**src/verilog/aasa_pkg.sv**
```systemverilog
// Package: constants, register map and types of the alarm sticky alert aggregator
package aasa_pkg;
  // ==========================================================================
  // Sizes
  localparam int NREF = 4;
  localparam int NLOOP = 5;
  localparam int NALARM = 22;
  localparam int NBLK = 9;
  localparam int NGPIO = 4;
  localparam int LOOP_BASE = 12;
  localparam int SYS_LOOP = 4;
  // ==========================================================================
  // Register byte offsets
  localparam logic [7:0] OFF_CTRL = 8'h00;
  localparam logic [7:0] OFF_LIVE = 8'h04;
  localparam logic [7:0] OFF_STICKY = 8'h08;
  localparam logic [7:0] OFF_ALERT_EN = 8'h0C;
  localparam logic [7:0] OFF_BLK_STICKY = 8'h10;
  localparam logic [7:0] OFF_BLK_ALERT_EN = 8'h14;
  localparam logic [7:0] OFF_LOOP_STATE = 8'h18;
  localparam logic [7:0] OFF_STATUS = 8'h1C;
  localparam logic [7:0] OFF_GPIO0 = 8'h20;
  // ==========================================================================
  // Field positions and reset values
  localparam int CTRL_GEN_BIT = 0;
  localparam int CTRL_INV_BIT = 1;
  localparam int GCFG_EN_BIT = 0;
  localparam int GCFG_ALERT_BIT = 1;
  localparam int GCFG_INV_BIT = 2;
  localparam int GCFG_STICKY_BIT = 3;
  localparam int GCFG_SEL_LSB = 8;
  localparam logic [1:0] CTRL_RST = 2'h0;
  localparam logic [12:0] GCFG_RST = 13'h0000;
  localparam logic [1:0] RESP_OKAY = 2'h0;
  localparam logic [1:0] RESP_SLVERR = 2'h2;
  // ==========================================================================
  // Timing
  localparam int ALERT_NEG_US = 200;
  localparam int CLK_MHZ = 250;
  localparam int ALERT_NEG_CYC = ALERT_NEG_US * CLK_MHZ;
  // ==========================================================================
  // Types
  typedef enum logic [2:0] {
    LST_FREE = 3'h0,
    LST_ACQ = 3'h1,
    LST_LOCKED = 3'h2,
    LST_HOLDOVER = 3'h3
  } aasa_loop_st_t;
  typedef struct packed {
    logic [11:0] ref_alarm;
    logic [14:0] loop_state;
    logic analog_locked;
  } aasa_mon_t;
endpackage

```
**src/verilog/aasa_top.sv**
```systemverilog
// Alarm live/sticky tracking, aggregated alert and GPIO alarm outputs
`timescale 1ns/1ns
// Operation
// RULE1: Alert built from sticky flags only
// RULE2: Sources are reference monitors and loops
// RULE3: Holdover live while loop in holdover
// RULE4: Locked live needs loop and analog lock
// RULE5: Sticky sets on either live edge
// RULE6: Live self-clears, sticky holds until cleared
// RULE7: Loop transitions raise sticky; state readable
// RULE8: Each alarm: live, sticky, clear, controls
// RULE9: Alarm drives individual GPIO or alert
// RULE10: Clear any single flag or combination
// RULE11: Per-block sticky, clear, controls, state field
// RULE12: Alert holds until alarm and block cleared
// RULE13: Software clears alarm flags before block
// RULE14: Alert pin may lag clear 200us
// RULE15: Global enable gates all alarm sources
// RULE16: Assign alert GPIO, select contributing alarms
// RULE17: Alert polarity inversion option
// RULE18: Alert is OR of enabled sticky flags
// RULE19: Software writes clear bit to clear
// RULE20: Set wins over simultaneous clear
module aasa_top #(
  parameter int ALERT_HOLD_CYC = aasa_pkg::ALERT_NEG_CYC
) (
  input wire logic aclk,
  input wire logic aresetn,
  input wire aasa_pkg::aasa_mon_t mon,
  input wire logic [7:0] s_axi_awaddr,
  input wire logic s_axi_awvalid,
  output logic s_axi_awready,
  input wire logic [31:0] s_axi_wdata,
  input wire logic [3:0] s_axi_wstrb,
  input wire logic s_axi_wvalid,
  output logic s_axi_wready,
  output logic [1:0] s_axi_bresp,
  output logic s_axi_bvalid,
  input wire logic s_axi_bready,
  input wire logic [7:0] s_axi_araddr,
  input wire logic s_axi_arvalid,
  output logic s_axi_arready,
  output logic [31:0] s_axi_rdata,
  output logic [1:0] s_axi_rresp,
  output logic s_axi_rvalid,
  input wire logic s_axi_rready,
  output logic alert_pin,
  output logic [3:0] gpio_out,
  output logic [3:0] gpio_oe
);
  // ==========================================================================
  // Functions
  function automatic aasa_pkg::aasa_loop_st_t loop_st(input logic [14:0] v, input int i);
    return aasa_pkg::aasa_loop_st_t'(v[3*i +: 3]);
  endfunction
  function automatic logic [31:0] strb_mask(input logic [3:0] s);
    return {{8{s[3]}}, {8{s[2]}}, {8{s[1]}}, {8{s[0]}}};
  endfunction
  // ==========================================================================
  // State
  logic [1:0] ctrl_q;
  logic [21:0] live_c;
  logic [21:0] live_q;
  logic [21:0] sticky_q;
  logic [21:0] alert_en_q;
  logic [8:0] blk_q;
  logic [8:0] blk_en_q;
  logic [8:0] blk_any;
  logic [12:0] gcfg_q [4];
  logic [16:0] hold_q;
  logic alert_raw;
  logic alert_lvl_q;
  logic aw_have_q;
  logic w_have_q;
  logic [7:0] awaddr_q;
  logic [31:0] wdata_q;
  logic [3:0] wstrb_q;
  logic wr_go;
  logic wr_map;
  logic [31:0] wmask;
  logic [31:0] bmask;
  logic [21:0] alarm_clr;
  logic [8:0] blk_clr;
  logic gen;
  assign gen = ctrl_q[aasa_pkg::CTRL_GEN_BIT];
  // ==========================================================================
  // Live alarm levels
  always_comb begin
    live_c = '0;
    live_c[11:0] = mon.ref_alarm; // RULE2
    for (int j = 0; j < aasa_pkg::NLOOP; j++) begin
      live_c[aasa_pkg::LOOP_BASE + 2*j] =
        (loop_st(mon.loop_state, j) == aasa_pkg::LST_HOLDOVER); // RULE3
      live_c[aasa_pkg::LOOP_BASE + 2*j + 1] =
        (loop_st(mon.loop_state, j) == aasa_pkg::LST_LOCKED) && mon.analog_locked; // RULE4
    end
  end
  always_ff @(posedge aclk) begin
    if (!aresetn) begin
      live_q <= '0;
    end else begin
      live_q <= live_c;
    end
  end
  // ==========================================================================
  // Sticky flags
  assign wr_go = aw_have_q && w_have_q && !s_axi_bvalid;
  // Byte lanes not strobed keep their old bits
  assign bmask = strb_mask(wstrb_q);
  assign wmask = wdata_q & bmask;
  assign alarm_clr = (wr_go && awaddr_q == aasa_pkg::OFF_STICKY) ? wmask[21:0] : '0; // RULE10
  assign blk_clr = (wr_go && awaddr_q == aasa_pkg::OFF_BLK_STICKY) ? wmask[8:0] : '0;
  always_comb begin
    blk_any = '0;
    for (int b = 0; b < aasa_pkg::NREF; b++) begin
      blk_any[b] = |sticky_q[3*b +: 3];
    end
    for (int j = 0; j < aasa_pkg::NLOOP; j++) begin
      blk_any[aasa_pkg::NREF + j] = |sticky_q[aasa_pkg::LOOP_BASE + 2*j +: 2];
    end
  end
  // Disabled sources record no new edge; existing flags remain for service
  always_ff @(posedge aclk) begin
    if (!aresetn) begin
      sticky_q <= '0;
    end else begin
      sticky_q <= (sticky_q & ~alarm_clr) | ((live_c ^ live_q) & {22{gen}}); // RULE5 RULE6 RULE7 RULE15 RULE20
    end
  end
  // Still-set alarm flags re-raise the block flag after a block clear while the global enable is set
  always_ff @(posedge aclk) begin
    if (!aresetn) begin
      blk_q <= '0;
    end else begin
      blk_q <= (blk_q & ~blk_clr) | (blk_any & {9{gen}}); // RULE11 RULE12 RULE13 RULE20
    end
  end
  // ==========================================================================
  // Control registers
  always_ff @(posedge aclk) begin
    if (!aresetn) begin
      ctrl_q <= aasa_pkg::CTRL_RST;
      alert_en_q <= '0;
      blk_en_q <= '0;
    end else if (wr_go) begin
      unique case (awaddr_q)
        aasa_pkg::OFF_CTRL: ctrl_q <= (ctrl_q & ~bmask[1:0]) | wmask[1:0]; // RULE15
        aasa_pkg::OFF_ALERT_EN: alert_en_q <= (alert_en_q & ~bmask[21:0]) | wmask[21:0]; // RULE16
        aasa_pkg::OFF_BLK_ALERT_EN: blk_en_q <= (blk_en_q & ~bmask[8:0]) | wmask[8:0];
        default: ;
      endcase
    end
  end
  always_ff @(posedge aclk) begin
    for (int g = 0; g < aasa_pkg::NGPIO; g++) begin
      if (!aresetn) begin
        gcfg_q[g] <= aasa_pkg::GCFG_RST;
      end else if (wr_go && awaddr_q == aasa_pkg::OFF_GPIO0 + 8'(4*g)) begin
        gcfg_q[g] <= (gcfg_q[g] & ~bmask[12:0]) | wmask[12:0];
      end
    end
  end

  // ==========================================================================
  // Aggregated alert
  assign alert_raw = |(sticky_q & alert_en_q) || |(blk_q & blk_en_q); // RULE1 RULE18 RULE12
  // Negation is stretched so a clear never produces a glitch burst on the pin
  always_ff @(posedge aclk) begin
    if (!aresetn) begin
      hold_q <= '0;
      alert_lvl_q <= 1'b0;
    end else if (alert_raw) begin
      hold_q <= 17'(ALERT_HOLD_CYC - 1);
      alert_lvl_q <= 1'b1;
    end else if (hold_q != 17'h00000) begin
      hold_q <= hold_q - 17'h00001; // RULE14
    end else begin
      alert_lvl_q <= 1'b0;
    end
  end
  always_ff @(posedge aclk) begin
    if (!aresetn) begin
      alert_pin <= 1'b0;
    end else begin
      alert_pin <= alert_lvl_q ^ ctrl_q[aasa_pkg::CTRL_INV_BIT]; // RULE17
    end
  end

  // ==========================================================================
  // GPIO alarm outputs
  always_ff @(posedge aclk) begin
    for (int g = 0; g < aasa_pkg::NGPIO; g++) begin
      if (!aresetn) begin
        gpio_out[g] <= 1'b0;
        gpio_oe[g] <= 1'b0;
      end else begin
        logic [4:0] sel;
        logic val;
        sel = gcfg_q[g][aasa_pkg::GCFG_SEL_LSB +: 5];
        val = 1'b0;
        if (gcfg_q[g][aasa_pkg::GCFG_ALERT_BIT]) begin
          val = alert_lvl_q; // RULE9 RULE16
        end else if (int'(sel) < aasa_pkg::NALARM) begin
          val = gcfg_q[g][aasa_pkg::GCFG_STICKY_BIT] ? sticky_q[sel] : live_q[sel]; // RULE9
        end
        gpio_out[g] <= val ^ gcfg_q[g][aasa_pkg::GCFG_INV_BIT];
        gpio_oe[g] <= gcfg_q[g][aasa_pkg::GCFG_EN_BIT];
      end
    end
  end

  // ==========================================================================
  // AXI4-Lite write channel
  always_comb begin
    wr_map = (awaddr_q == aasa_pkg::OFF_CTRL) || (awaddr_q == aasa_pkg::OFF_STICKY) ||
      (awaddr_q == aasa_pkg::OFF_ALERT_EN) || (awaddr_q == aasa_pkg::OFF_BLK_STICKY) ||
      (awaddr_q == aasa_pkg::OFF_BLK_ALERT_EN) ||
      (awaddr_q >= aasa_pkg::OFF_GPIO0 && awaddr_q < aasa_pkg::OFF_GPIO0 + 8'h10 &&
       awaddr_q[1:0] == 2'h0);
  end

  always_ff @(posedge aclk) begin
    if (!aresetn) begin
      aw_have_q <= 1'b0;
      w_have_q <= 1'b0;
      awaddr_q <= '0;
      wdata_q <= '0;
      wstrb_q <= '0;
      s_axi_awready <= 1'b1;
      s_axi_wready <= 1'b1;
      s_axi_bvalid <= 1'b0;
      s_axi_bresp <= aasa_pkg::RESP_OKAY;
    end else begin
      if (s_axi_awvalid && s_axi_awready) begin
        aw_have_q <= 1'b1;
        awaddr_q <= s_axi_awaddr;
        s_axi_awready <= 1'b0;
      end
      if (s_axi_wvalid && s_axi_wready) begin
        w_have_q <= 1'b1;
        wdata_q <= s_axi_wdata;
        wstrb_q <= s_axi_wstrb;
        s_axi_wready <= 1'b0;
      end
      if (wr_go) begin
        aw_have_q <= 1'b0;
        w_have_q <= 1'b0;
        s_axi_bvalid <= 1'b1;
        s_axi_bresp <= wr_map ? aasa_pkg::RESP_OKAY : aasa_pkg::RESP_SLVERR;
      end
      if (s_axi_bvalid && s_axi_bready) begin
        s_axi_bvalid <= 1'b0;
        s_axi_awready <= 1'b1;
        s_axi_wready <= 1'b1;
      end
    end
  end

  // ==========================================================================
  // AXI4-Lite read channel
  always_ff @(posedge aclk) begin
    if (!aresetn) begin
      s_axi_arready <= 1'b1;
      s_axi_rvalid <= 1'b0;
      s_axi_rdata <= '0;
      s_axi_rresp <= aasa_pkg::RESP_OKAY;
    end else if (s_axi_arvalid && s_axi_arready) begin
      s_axi_arready <= 1'b0;
      s_axi_rvalid <= 1'b1;
      s_axi_rresp <= aasa_pkg::RESP_OKAY;
      s_axi_rdata <= '0;
      unique case (s_axi_araddr)
        aasa_pkg::OFF_CTRL: s_axi_rdata <= {30'h0, ctrl_q};
        aasa_pkg::OFF_LIVE: s_axi_rdata <= {10'h0, live_q}; // RULE8
        aasa_pkg::OFF_STICKY: s_axi_rdata <= {10'h0, sticky_q};
        aasa_pkg::OFF_ALERT_EN: s_axi_rdata <= {10'h0, alert_en_q};
        aasa_pkg::OFF_BLK_STICKY: s_axi_rdata <= {23'h0, blk_q};
        aasa_pkg::OFF_BLK_ALERT_EN: s_axi_rdata <= {23'h0, blk_en_q};
        aasa_pkg::OFF_LOOP_STATE: s_axi_rdata <= {17'h0, mon.loop_state}; // RULE7 RULE11
        aasa_pkg::OFF_STATUS: s_axi_rdata <= {30'h0, alert_lvl_q, alert_raw};
        aasa_pkg::OFF_GPIO0: s_axi_rdata <= {19'h0, gcfg_q[0]};
        aasa_pkg::OFF_GPIO0 + 8'h04: s_axi_rdata <= {19'h0, gcfg_q[1]};
        aasa_pkg::OFF_GPIO0 + 8'h08: s_axi_rdata <= {19'h0, gcfg_q[2]};
        aasa_pkg::OFF_GPIO0 + 8'h0C: s_axi_rdata <= {19'h0, gcfg_q[3]};
        default: s_axi_rresp <= aasa_pkg::RESP_SLVERR;
      endcase
    end else if (s_axi_rvalid && s_axi_rready) begin
      s_axi_rvalid <= 1'b0;
      s_axi_arready <= 1'b1;
    end
  end
endmodule // aasa_top

```
**config.mk**
```make
export PLATFORM = sky130hd
export DESIGN_NAME = aasa_top
export DESIGN_NICKNAME = d
export VERILOG_FILES = /design/src/verilog/aasa_pkg.sv /design/src/verilog/aasa_top.sv
export SDC_FILE = /design/constraint.sdc
export NUM_CORES = 1
export LEC_CHECK = 0
export ABC_CLOCK_PERIOD_IN_PS = 3800
export BUFFER_PORTS_ARGS = -buffer_cell sky130_fd_sc_hd__buf_2
export CORE_ASPECT_RATIO = 1.75
export CORE_MARGIN = 2
export CORE_UTILIZATION = 45
export DETAILED_ROUTE_END_ITERATION = 10
export GPL_TIMING_DRIVEN = 0
export PLACE_DENSITY_LB_ADDON = 0.12
export SLEW_MARGIN = 20
export SYNTH_ARGS = -nofsm -noshare
export SYNTH_HDL_FRONTEND = slang
export SYNTH_SLANG_ARGS = --single-unit
export TNS_END_PERCENT = 100
```
**constraint.sdc**
```tcl
create_clock -name aclk -period 3.8 [get_ports aclk]
set_input_delay 0.57 -clock aclk [delete_from_list [all_inputs] [get_ports aclk]]
set_output_delay 0.57 -clock aclk [all_outputs]
set_load 0.02 [all_outputs]
```
==> results of run 1 <==
cells by family after synthesis:
group                      Yosys count  share of synthesized area
buffers and inverters              107                     0.0401
AOI/OAI and AO/OA                  319                      0.164
adders and majority gates            2                    0.00207
xor gates and xnor gates            37                     0.0268
other                                1                   0.000310
muxes                              124                      0.151
and+or+nand+nor                    457                      0.193
DFF                                229                      0.423
critical path, stage by stage, from the launching register on:
cell      delay [ns]
dfxtp_1         0.45
a222oi_1        0.46
nand3_1         0.17
nor2_1          0.71
nand2_1         0.33
a311oi_1        0.47
o21ai_0         0.12
routing by layer:
metal	vias to the layer above	GRT usage	wire length, microns
met4	0	0.224	3780
met5	-	0	0
met1	5270	0.374	16900
met2	586	0.578	23100
met3	173	0.0529	3380
li1	4986	-	-
final timing paths:
| path | from | depth (start not counted) | to | slack [ns] |
|---|---|---|---|---|
| worst max register to register | sticky_q[21]$_SDFF_PN0_ | 6 | s_axi_rdata[0]$_SDFFE_PN0P_ | 0.94 |
| worst max-delay path | sticky_q[21]$_SDFF_PN0_ | 6 | s_axi_rdata[0]$_SDFFE_PN0P_ | 0.94 |
| worst min-delay path | mon[10] | 2 | live_q[19]$_SDFF_PN0_ | 0.24 |
| worst min register to register | s_axi_rdata[4]$_SDFFE_PN0P_ | 2 | s_axi_rdata[4]$_SDFFE_PN0P_ | 0.45 |
through the flow:
stage                     cells  setup slack (ns)  hold WS [ns]  cell area (sq um)
after floorplan            1287              1.63         0.437              12100
after global placement     1723             0.630         0.444              13100
after detailed placement   1726             0.779         0.443              13100
after CTS                  1766             0.999         0.229              13900
after global routing       1766             0.880         0.241              13900
final                      1768             0.937         0.241              13900
power groups by stage:
stage,Sequential (mW),Combinational [mW],Clock [mW]
floorplan,2.80,0.874,0
global placement,2.84,1.15,0
detailed placement,2.84,1.17,0
CTS,2.79,1.18,2.25
global route,2.81,1.28,2.33
finish,2.80,1.18,2.22
synthesized netlist by cell type (13+ instances only):
| cell type | n |
|---|---|
| nor2b_1 | 14 |
| nor3_1 | 16 |
| nand3_1 | 37 |
| nor2_1 | 101 |
| nand3b_1 | 13 |
| nand2b_1 | 58 |
| buf_4 | 16 |
| clkbuf_1 | 65 |
| mux4_2 | 46 |
| nand2_1 | 139 |
| a21oi_1 | 149 |
| and2_1 | 20 |
| xor2_1 | 14 |
| mux2i_1 | 72 |
| o21ai_0 | 51 |
| xnor2_1 | 23 |
| dfxtp_1 | 177 |
| a22oi_1 | 40 |
| edfxtp_1 | 52 |
layout make-up:
| type | instances | area [sq um] | area share |
|---|---|---|---|
| clock inverters | 10 | 86.3 | 0.00623 |
| plain buffers | 99 | 454 | 0.0328 |
| repair buffers | 115 | 594 | 0.0429 |
| well taps | 324 | 405 | 0.0293 |
| inverters | 8 | 30.0 | 0.00217 |
| clock buffers | 30 | 631 | 0.0455 |
| multi-input cells | 951 | 6550 | 0.472 |
| flip-flops and latches | 229 | 5100 | 0.368 |
| diodes | 2 | 5.00 | 0.000361 |
==> flow_metrics.env, run 1 <==
export IMPL_power_density_nw_per_um2=447
export IMPL_timing_final_setup_violations=0
export IMPL_cts_num_sinks=229
export IMPL_synth_top_cell_area_share=0.293
export IMPL_floorplan_die_area_sq_um=28200
export IMPL_cell_internal_pwr_mw=4.37
export IMPL_final_layout_size_suffix_gt1_frac=0.175
export IMPL_detailed_place_hpwl_microns=36600
export IMPL_first_global_vias=10800
export IMPL_worstSetupStartpointType="flop"
export IMPL_core_region_area_sq_um=26500
export IMPL_drt_wirelength_per_cell_microns=26.7
export IMPL_rsz0062_at_grt="false"
export IMPL_vias=11000
export IMPL_report_final_hold_viol_count=0
export IMPL_post_synth_cell_area_avg_sq_um=9.47
export IMPL_n_fill_cell=2575
export IMPL_initial_drc_count=1182
export IMPL_result_of_the_run="finished, final reports clean"
export IMPL_route_antenna_remaining_nets=0
export IMPL_route_detailed_vias_per_inst=6.23
export IMPL_seq_area_frac_synth=0.423
export IMPL_synth_cell_type_count=66
export IMPL_share_comb_of_total_power=0.191
export IMPL_min_path_type="input pin to flop"
export IMPL_share_clk_of_total_power=0.358
export IMPL_slew_headroom=0.250
export IMPL_synth_yosys_warnings=0
export IMPL_leak_pwr_nw=5.16
export IMPL_skew_ns=0.0243
export IMPL_gpl_final_weighted_congestion=0.984
export IMPL_grt_usage=0.333
export IMPL_max_freq_ghz=0.349
export IMPL_synth_top_cells_by_area="dfxtp_1, edfxtp_1, mux4_2"
export IMPL_synth_edf_count=52
export IMPL_detail_route_wirelength_microns=47200
export IMPL_synth_async_sr_flop_share=0
export IMPL_post_route_min_period_ns=2.86
export IMPL_netlist_instances=1276
export IMPL_post_cts_buffers=0
export IMPL_ctsResizeCount=0
export IMPL_finalNetCount=1515
export IMPL_timing_setup_tns_ns=0
export IMPL_total_power_mw=6.19
export IMPL_crit_path_max_fanout=10
export IMPL_deepest_level_of_the_cts_h_tree=1
export IMPL_synthesis_area_sq_um=12100
export IMPL_timing_worst_setup_path_type="flop to flop"
export IMPL_io_buf_count=112
export IMPL_timing_max_transition_violations_final=0
export IMPL_area_added_between_synthesis_and_finish_pct=14.7
export IMPL_placement_rows=79
export IMPL_overflow=0
export IMPL_cts_tree="done"
export IMPL_timing_max_cap_violations=0
export IMPL_fp_dieH_microns=221
export IMPL_drt_pass_1_iters=6
export IMPL_commonest_non_fill_non_tap_cells_in_the_layout="dfxtp_1, a21oi_1, nand2_1"
export IMPL_initial_antenna_violation_count=1
export IMPL_required_ns=4.19
export IMPL_worst_setup_hold_path_clk_slew_ns=0.07
export IMPL_post_cts_hold_buffer_count=0
export IMPL_total_switching_power_mw=1.82
export IMPL_root_buffer="clkbuf_16"
export IMPL_ys_dominant_reg_cell="dfxtp_1"
export IMPL_cts_buffers=22
export IMPL_tightest_slew_ns=1.12
export IMPL_initial_utilization=0.456
export IMPL_period_share=0.753
export IMPL_clk_path_buf_depth=3
export IMPL_utilization_after_layout=0.523
export IMPL_synth_largest_area_cell="dfxtp_1"
export IMPL_power_switching_fraction=0.294
export IMPL_cp_arrival_ns=3.25
export IMPL_clock_latency_ns=0.54
export IMPL_final_common_cell="dfxtp_1"
export IMPL_grt_pass1_wl_microns=68500
export IMPL_design_portCount=137
export IMPL_vdd_drop_max_mv=0.466
export IMPL_synth_seq_cells=229
export IMPL_power_sequential_fraction=0.451
export IMPL_grt_start_max_net_pins=16
export IMPL_detail_route_drc_violations=0
export IMPL_chipWidth_microns=128
export IMPL_cp_end_kind="flop"
No activity file was read; power rests on OpenSTA's default activity.
==> run 2: changes to the inputs <==
--- a/config.mk
+++ b/config.mk
@@ -5,7 +5,8 @@
 export SDC_FILE = /design/constraint.sdc
 export NUM_CORES = 1
 export LEC_CHECK = 0
-export ABC_CLOCK_PERIOD_IN_PS = 3800
+export ABC_AREA = 1
+export ABC_CLOCK_PERIOD_IN_PS = 2600
 export BUFFER_PORTS_ARGS = -buffer_cell sky130_fd_sc_hd__buf_2
 export CORE_ASPECT_RATIO = 1.75
 export CORE_MARGIN = 2
==> constraint.sdc (replaced) <==
create_clock -name aclk -period 2.6 [get_ports aclk]
set_input_delay 0.39 -clock aclk [delete_from_list [all_inputs] [get_ports aclk]]
set_output_delay 0.39 -clock aclk [all_outputs]
set_load 0.02 [all_outputs]
==> run 2 against run 1 <==
Net effect:
- sequential cell count did not move
- sequential share of layout area decreased by 1.7 points
- fmax grew 16%
- area after synthesis grew 4.0%
- wire length grew 15%
- clock skew grew 0.0084 ns
- synthesized cell count is 46% higher
- power rose by 58%
- cell area is 4.7% higher
- via count rose by 21%
- worst hold slack got worse by 0.19 ns
- largest power group unchanged
==> flow_metrics.env, run 2 <==
export IMPL_result_of_the_run="finished, final reports clean"
export IMPL_synthesis_area_sq_um=12600
export IMPL_grt_usage=0.368
export IMPL_detail_route_wirelength_microns=54100
export IMPL_cp_arrival_ns=2.93
export IMPL_placement_setup_worst_slack_ns=-0.662
export IMPL_route_detailed_vias_per_inst=5.55
export IMPL_whs_ns=0.0519
export IMPL_gpl_final_weighted_congestion=1.13
export IMPL_core_region_area_sq_um=27700
export IMPL_post_synth_cell_area_avg_sq_um=6.74
export IMPL_synth_edf_count=52
export IMPL_worst_slack_ns=0.138
export IMPL_post_cts_buffers=0
export IMPL_post_cts_hold_buffer_count=0
export IMPL_tightest_slew_ns=0.941
export IMPL_netlist_instances=1864
export IMPL_timing_final_setup_violations=0
export IMPL_power_density_nw_per_um2=676
export IMPL_worstSetupStartpointType="flop"
export IMPL_synth_async_sr_flop_share=0
export IMPL_initial_utilization=0.454
export IMPL_floorplan_die_area_sq_um=29300
export IMPL_ys_dominant_reg_cell="dfxtp_1"
export IMPL_vdd_drop_max_mv=0.727
export IMPL_crit_path_max_fanout=7
export IMPL_yosys_cell_count_top_type="nand2_1"
export IMPL_timing_setup_tns_ns=0
export IMPL_report_final_hold_viol_count=0
export IMPL_required_ns=3.07
export IMPL_fp_dieH_microns=225
export IMPL_drt_pass_1_iters=5
export IMPL_synth_top_cell_area_share=0.282
export IMPL_clock_latency_ns=0.56
export IMPL_setup_worst_path_start="sticky_q[20]$_SDFF_PN0_"
export IMPL_drt_wirelength_per_cell_microns=22.5
export IMPL_cp_end_kind="flop"
export IMPL_synth_largest_area_cell="dfxtp_1"
export IMPL_design_portCount=137
export IMPL_reg2reg_depth=10
export IMPL_grt_pass1_wl_microns=78100
export IMPL_synth_cell_type_count=43
export IMPL_timing_max_transition_violations_final=0
export IMPL_area_added_between_synthesis_and_finish_pct=15.5
export IMPL_chipWidth_microns=130
export IMPL_seq_area_frac_synth=0.406
export IMPL_route_antenna_remaining_nets=0
export IMPL_first_global_vias=12400
export IMPL_worst_setup_hold_path_clk_slew_ns=0.07
export IMPL_detailed_place_hpwl_microns=42700
export IMPL_post_route_min_period_ns=2.46
export IMPL_synth_top_cells_by_area="dfxtp_1, nand2_1, edfxtp_1"
export IMPL_diodes_inserted=0
export IMPL_deepest_level_of_the_cts_h_tree=1
export IMPL_slew_headroom=0.372
export IMPL_period_share=0.947
export IMPL_commonest_non_fill_non_tap_cells_in_the_layout="nand2_1, a21oi_1, inv_1"
export IMPL_n_fill_cell=2926
export IMPL_cts_num_sinks=229
export IMPL_vias=13300
export IMPL_finalNetCount=2101
export IMPL_clk_path_buf_depth=3
export IMPL_worst_r2r_startpoint="sticky_q[20]$_SDFF_PN0_"
export IMPL_skew_ns=0.0327
export IMPL_cts_tree="done"
export IMPL_overflow=0
export IMPL_post_route_cell_area_sq_um=14500
export IMPL_final_common_cell="nand2_1"
export IMPL_leak_pwr_nw=6.49
export IMPL_synth_seq_cells=229
export IMPL_timing_worst_setup_path_type="flop to flop"
export IMPL_worstHoldPathCells=3
export IMPL_root_buffer="clkbuf_16"
export IMPL_holdCritStartpoint="mon[23]"
export IMPL_synth_yosys_warnings=0
export IMPL_detail_route_drc_violations=0
export IMPL_placement_rows=81
export IMPL_rsz0062_at_grt="false"
export IMPL_ys_top_cells_by_count="nand2_1, a21oi_1, inv_1, dfxtp_1, nand3_1"
export IMPL_initial_antenna_violation_count=0
export IMPL_timing_max_cap_violations=0
export IMPL_ctsResizeCount=1
export IMPL_dpl_instance_area_sq_um=13600
export IMPL_min_path_type="input pin to flop"
export IMPL_io_buf_count=112
export IMPL_max_freq_ghz=0.406
export IMPL_grt_start_max_net_pins=16
export IMPL_initial_drc_count=1173
export IMPL_final_layout_size_suffix_gt1_frac=0.131
export IMPL_cts_buffers=23
==> run 2: cell types whose count changed in the layout (fill, tap and decap cells not counted), sizes merged, moves of 21 or more <==
cell    previous run  this run
nand2            139       546
inv                7       204
nand3             37       154
o21ai             51       140
mux2i             72         0
a21oi            149       213
nor2             102       162
nand2b            58         0
mux4              46         0
a22oi             40         0
o22ai              4        26
xnor2             23         1
and2              21         0
==> run 2: area by class of cell <==
type / count / area [sq um] / area share
buffer: 95 / 493 / 0.0340
multi-input combinational: 1340 / 6220 / 0.428
sequential: 229 / 5100 / 0.352
clock buffer: 29 / 639 / 0.0440
clock inverter: 12 / 240 / 0.0166
tap: 373 / 467 / 0.0322
inverter: 211 / 792 / 0.0546
timing repair buffer: 112 / 561 / 0.0386
==> run 2: layer usage <==
metal  vias to the layer above  routed length, microns  track usage
met2                       580                   25900        0.619
met5                         -                       0            0
met4                         0                    4840        0.271
met3                       155                    3390       0.0510
li1                       6394                       -            -
met1                      6200                   20000        0.419
==> run 2: metrics by stage <==
| stage | std cells | utilization | total power [mW] |
|---|---|---|---|
| after detailed placement | 2360 | 0.493 | 5.95 |
| after global routing | 2401 | 0.525 | 10.2 |
| final | 2401 | 0.525 | 9.81 |
| after global placement | 2360 | 0.493 | 5.92 |
| after floorplan | 1875 | - | 5.39 |
| after CTS | 2401 | 0.525 | 9.82 |
==> run 2: cells by family (layout without fill, tap and decap cells) <==
family / after synthesis / count (layout) / share of synthesized area
fa+ha+maj: 2 / 2 / 0.00199
buf+inv: 306 / 459 / 0.102
flops: 229 / 229 / 0.406
other cells: 1 / 12 / 0.000298
xor+xnor: 1 / 1 / 0.000697
simple gates: 907 / 907 / 0.312
compound gates: 418 / 418 / 0.177
==> run 2: final timing paths <==
check                                               endpoint  slack (ns)
worst max register to register        hold_q[0]$_SDFFE_PN0P_        0.14
worst min-delay path                    live_q[7]$_SDFF_PN0_        0.05
worst max-delay path                  hold_q[0]$_SDFFE_PN0P_        0.14
worst min register to register  s_axi_rdata[14]$_SDFFE_PN0P_        0.46
==> run 2: power by group <==
| group | internal [mW] | switching, mW |
|---|---|---|
| Clock | 2.37 | 1.53 |
| Combinational | 0.574 | 1.24 |
| Sequential | 3.87 | 0.227 |
==> run 2: critical path: stages (launching register included) <==
cell and delay, ns:
dfxtp_1 0.73, inv_1 0.13, o22ai_1 0.40, nor2_1 0.07, nand2_1 0.07, nor2_1 0.05, nand2_2 0.21, clkinv_1 0.35
nand2_1 0.19, nor2_1 0.06, nor3_1 0.12
==> run 3: changes to the inputs <==
--- a/config.mk
+++ b/config.mk
@@ -7,13 +7,13 @@
 export LEC_CHECK = 0
 export ABC_AREA = 1
 export ABC_CLOCK_PERIOD_IN_PS = 2600
-export BUFFER_PORTS_ARGS = -buffer_cell sky130_fd_sc_hd__buf_2
 export CORE_ASPECT_RATIO = 1.75
 export CORE_MARGIN = 2
 export CORE_UTILIZATION = 45
 export DETAILED_ROUTE_END_ITERATION = 10
+export DONT_BUFFER_PORTS = 1
 export GPL_TIMING_DRIVEN = 0
-export PLACE_DENSITY_LB_ADDON = 0.12
+export PLACE_DENSITY = 0.69
 export SLEW_MARGIN = 20
 export SYNTH_ARGS = -nofsm -noshare
 export SYNTH_HDL_FRONTEND = slang
==> run 3 against run 2 <==
Net effect:
- via count fell by 1.2%
- clock power shrank 5.9%
- largest power group unchanged
- wire length grew 0.92%
- fmax is 1.3% higher
- combinational power fell by 5%
- cell area decreased by 3.0%
==> flow_metrics.env, run 3 (synthesized netlist as in run 2, its figures left out) <==
export IMPL_final_common_cell="nand2_1"
export IMPL_timing_setup_tns_ns=0
export IMPL_critical_path_reg2reg_endpoint="hold_q[0]$_SDFFE_PN0P_"
export IMPL_worst_setup_hold_path_clk_slew_ns=0.06
export IMPL_clk_path_buf_depth=3
export IMPL_timing_critical_path_buf_inv=2
export IMPL_core_region_area_sq_um=27700
export IMPL_rsz0062_at_grt="false"
export IMPL_vias=13200
export IMPL_timing_worst_setup_path_type="flop to flop"
export IMPL_worst_slack_ns=0.170
export IMPL_drt_pass_1_iters=6
export IMPL_critical_path_top_delay_family="simple AND/OR/NAND/NOR gates"
export IMPL_tightest_slew_ns=0.824
export IMPL_detailed_place_hpwl_microns=42200
export IMPL_root_buffer="clkbuf_16"
export IMPL_first_global_vias=12600
export IMPL_grt_pass1_wl_microns=78700
export IMPL_timing_max_transition_violations_final=0
export IMPL_crit_path_max_fanout=7
export IMPL_worst_r2r_startpoint="sticky_q[14]$_SDFF_PN0_"
export IMPL_initial_drc_count=1212
export IMPL_placement_rows=81
export IMPL_diodes_inserted=0
export IMPL_cp_slowest_stage_delay_ns=0.66
export IMPL_cp_arrival_ns=2.90
export IMPL_detail_route_drc_violations=0
export IMPL_floorplan_die_area_sq_um=29300
export IMPL_finalNetCount=2007
export IMPL_worstPathCellList="inv_1 -> o21ai_0 -> nor2_1 -> nand2_1 -> nor2_1 -> nand2_2 -> clkinv_1 -> nand2_1 -> nor2_1 -> nor3_1"
export IMPL_max_freq_ghz=0.411
export IMPL_min_path_type="input pin to flop"
export IMPL_initial_utilization=0.454
export IMPL_reg2reg_setup_slack_ns=0.17
export IMPL_cp_common_cell="nor2_1"
export IMPL_top_usage_layer="met2"
export IMPL_grt_util_met1=0.421
export IMPL_required_ns=3.07
export IMPL_skew_ns=0.0267
export IMPL_slew_headroom=0.450
export IMPL_io_buf_count=0
export IMPL_met2_usage=0.614
export IMPL_power_density_nw_per_um2=675
export IMPL_timing_final_setup_violations=0
export IMPL_worst_path_max_delay_cell="dfxtp_1"
export IMPL_placement_setup_worst_slack_ns=-0.665
export IMPL_route_antenna_remaining_nets=0
export IMPL_utilization_after_layout=0.509
export IMPL_drt_wirelength_per_cell_microns=23.6
export IMPL_chipWidth_microns=130
export IMPL_post_route_min_period_ns=2.43
export IMPL_fp_dieH_microns=225
export IMPL_clock_latency_ns=0.56
export IMPL_crit_end="hold_q[0]$_SDFFE_PN0P_"
export IMPL_post_route_cell_area_sq_um=14100
export IMPL_deepest_level_of_the_cts_h_tree=1
export IMPL_route_detailed_vias_per_inst=5.70
export IMPL_timing_max_cap_violations=0
export IMPL_reg2reg_depth=10
export IMPL_grt_start_max_net_pins=15
export IMPL_design_portCount=137
export IMPL_final_layout_size_suffix_gt1_frac=0.0811
export IMPL_cts_buffers=24
export IMPL_worstSetupStartpointType="flop"
export IMPL_area_added_between_synthesis_and_finish_pct=12.0
export IMPL_overflow=0
export IMPL_initial_antenna_violation_count=0
export IMPL_vdd_drop_max_mv=0.718
export IMPL_result_of_the_run="finished, final reports clean"
export IMPL_detail_route_wirelength_microns=54600
export IMPL_period_share=0.935
export IMPL_commonest_non_fill_non_tap_cells_in_the_layout="nand2_1, a21oi_1, inv_1"
export IMPL_grt_usage=0.373
export IMPL_post_cts_buffers=0
export IMPL_cts_tree="done"
export IMPL_setup_worst_path_start="sticky_q[14]$_SDFF_PN0_"
export IMPL_grt_met3_usage=0.0541
export IMPL_cp_end_kind="flop"
export IMPL_cts_num_sinks=229
export IMPL_crit_cells=10
export IMPL_leak_pwr_nw=6.05
export IMPL_dpl_instance_area_sq_um=13100
export IMPL_report_final_hold_viol_count=0
export IMPL_gpl_final_weighted_congestion=1.07
## run 3: how the worst min path moves through the flow
stage | startpoint | cells past startpoint | slack, ns | endpoint
detailed placement | wdata_q[17]$_SDFFE_PN0P_ | 2 | 0.47 | wdata_q[17]$_SDFFE_PN0P_
global placement | blk_q[4]$_SDFF_PN0_ | 2 | 0.46 | blk_q[4]$_SDFF_PN0_
floorplan | flop | 2 | 0.44 | flop
finish | s_axi_wdata[12] | 2 | 0.01 | wdata_q[12]$_SDFFE_PN0P_
CTS | s_axi_wdata[12] | 2 | 0.0006 | wdata_q[12]$_SDFFE_PN0P_
global route | s_axi_wdata[9] | 2 | 0.02 | wdata_q[9]$_SDFFE_PN0P_
## run 3: power breakdown
group	switching (mW)	internal, mW
combinational	1.17	0.545
sequential	0.247	3.87
clock	1.53	2.14
total	2.95	6.55
## run 3: metal layers
metal,share of wire,wire (microns)
met3,0.069,3750
met4,0.10,5520
met5,0,0
met2,0.47,25600
met1,0.36,19800
## run 3: per-stage QoR
step | hold WS [ns] | power [mW] | std cells
floorplan | 0.440 | 5.39 | 1875
global placement | 0.460 | 5.81 | 2248
detailed placement | 0.470 | 5.85 | 2248
CTS | 0.000643 | 9.51 | 2309
global route | 0.0166 | 9.88 | 2309
finish | 0.0107 | 9.50 | 2309
## run 3: cell type report
class	instances	area, sq um
tap	373	467
fill	2895	13600
clock buffer	31	677
clock inverter	13	158
inverter	211	792
buffer	95	493
sequential	229	5100
timing repair buffer	17	170
multi-input combinational	1340	6220
## run 3: repair_timing
| action | 4_1_cts | 5_1_grt |
|---|---|---|
| hold endpoints to repair | 17 | 0 |
| hold buffers | 17 | 0 |
| setup endpoints to repair | 48 | 0 |
| resized for setup | 1 | 0 |
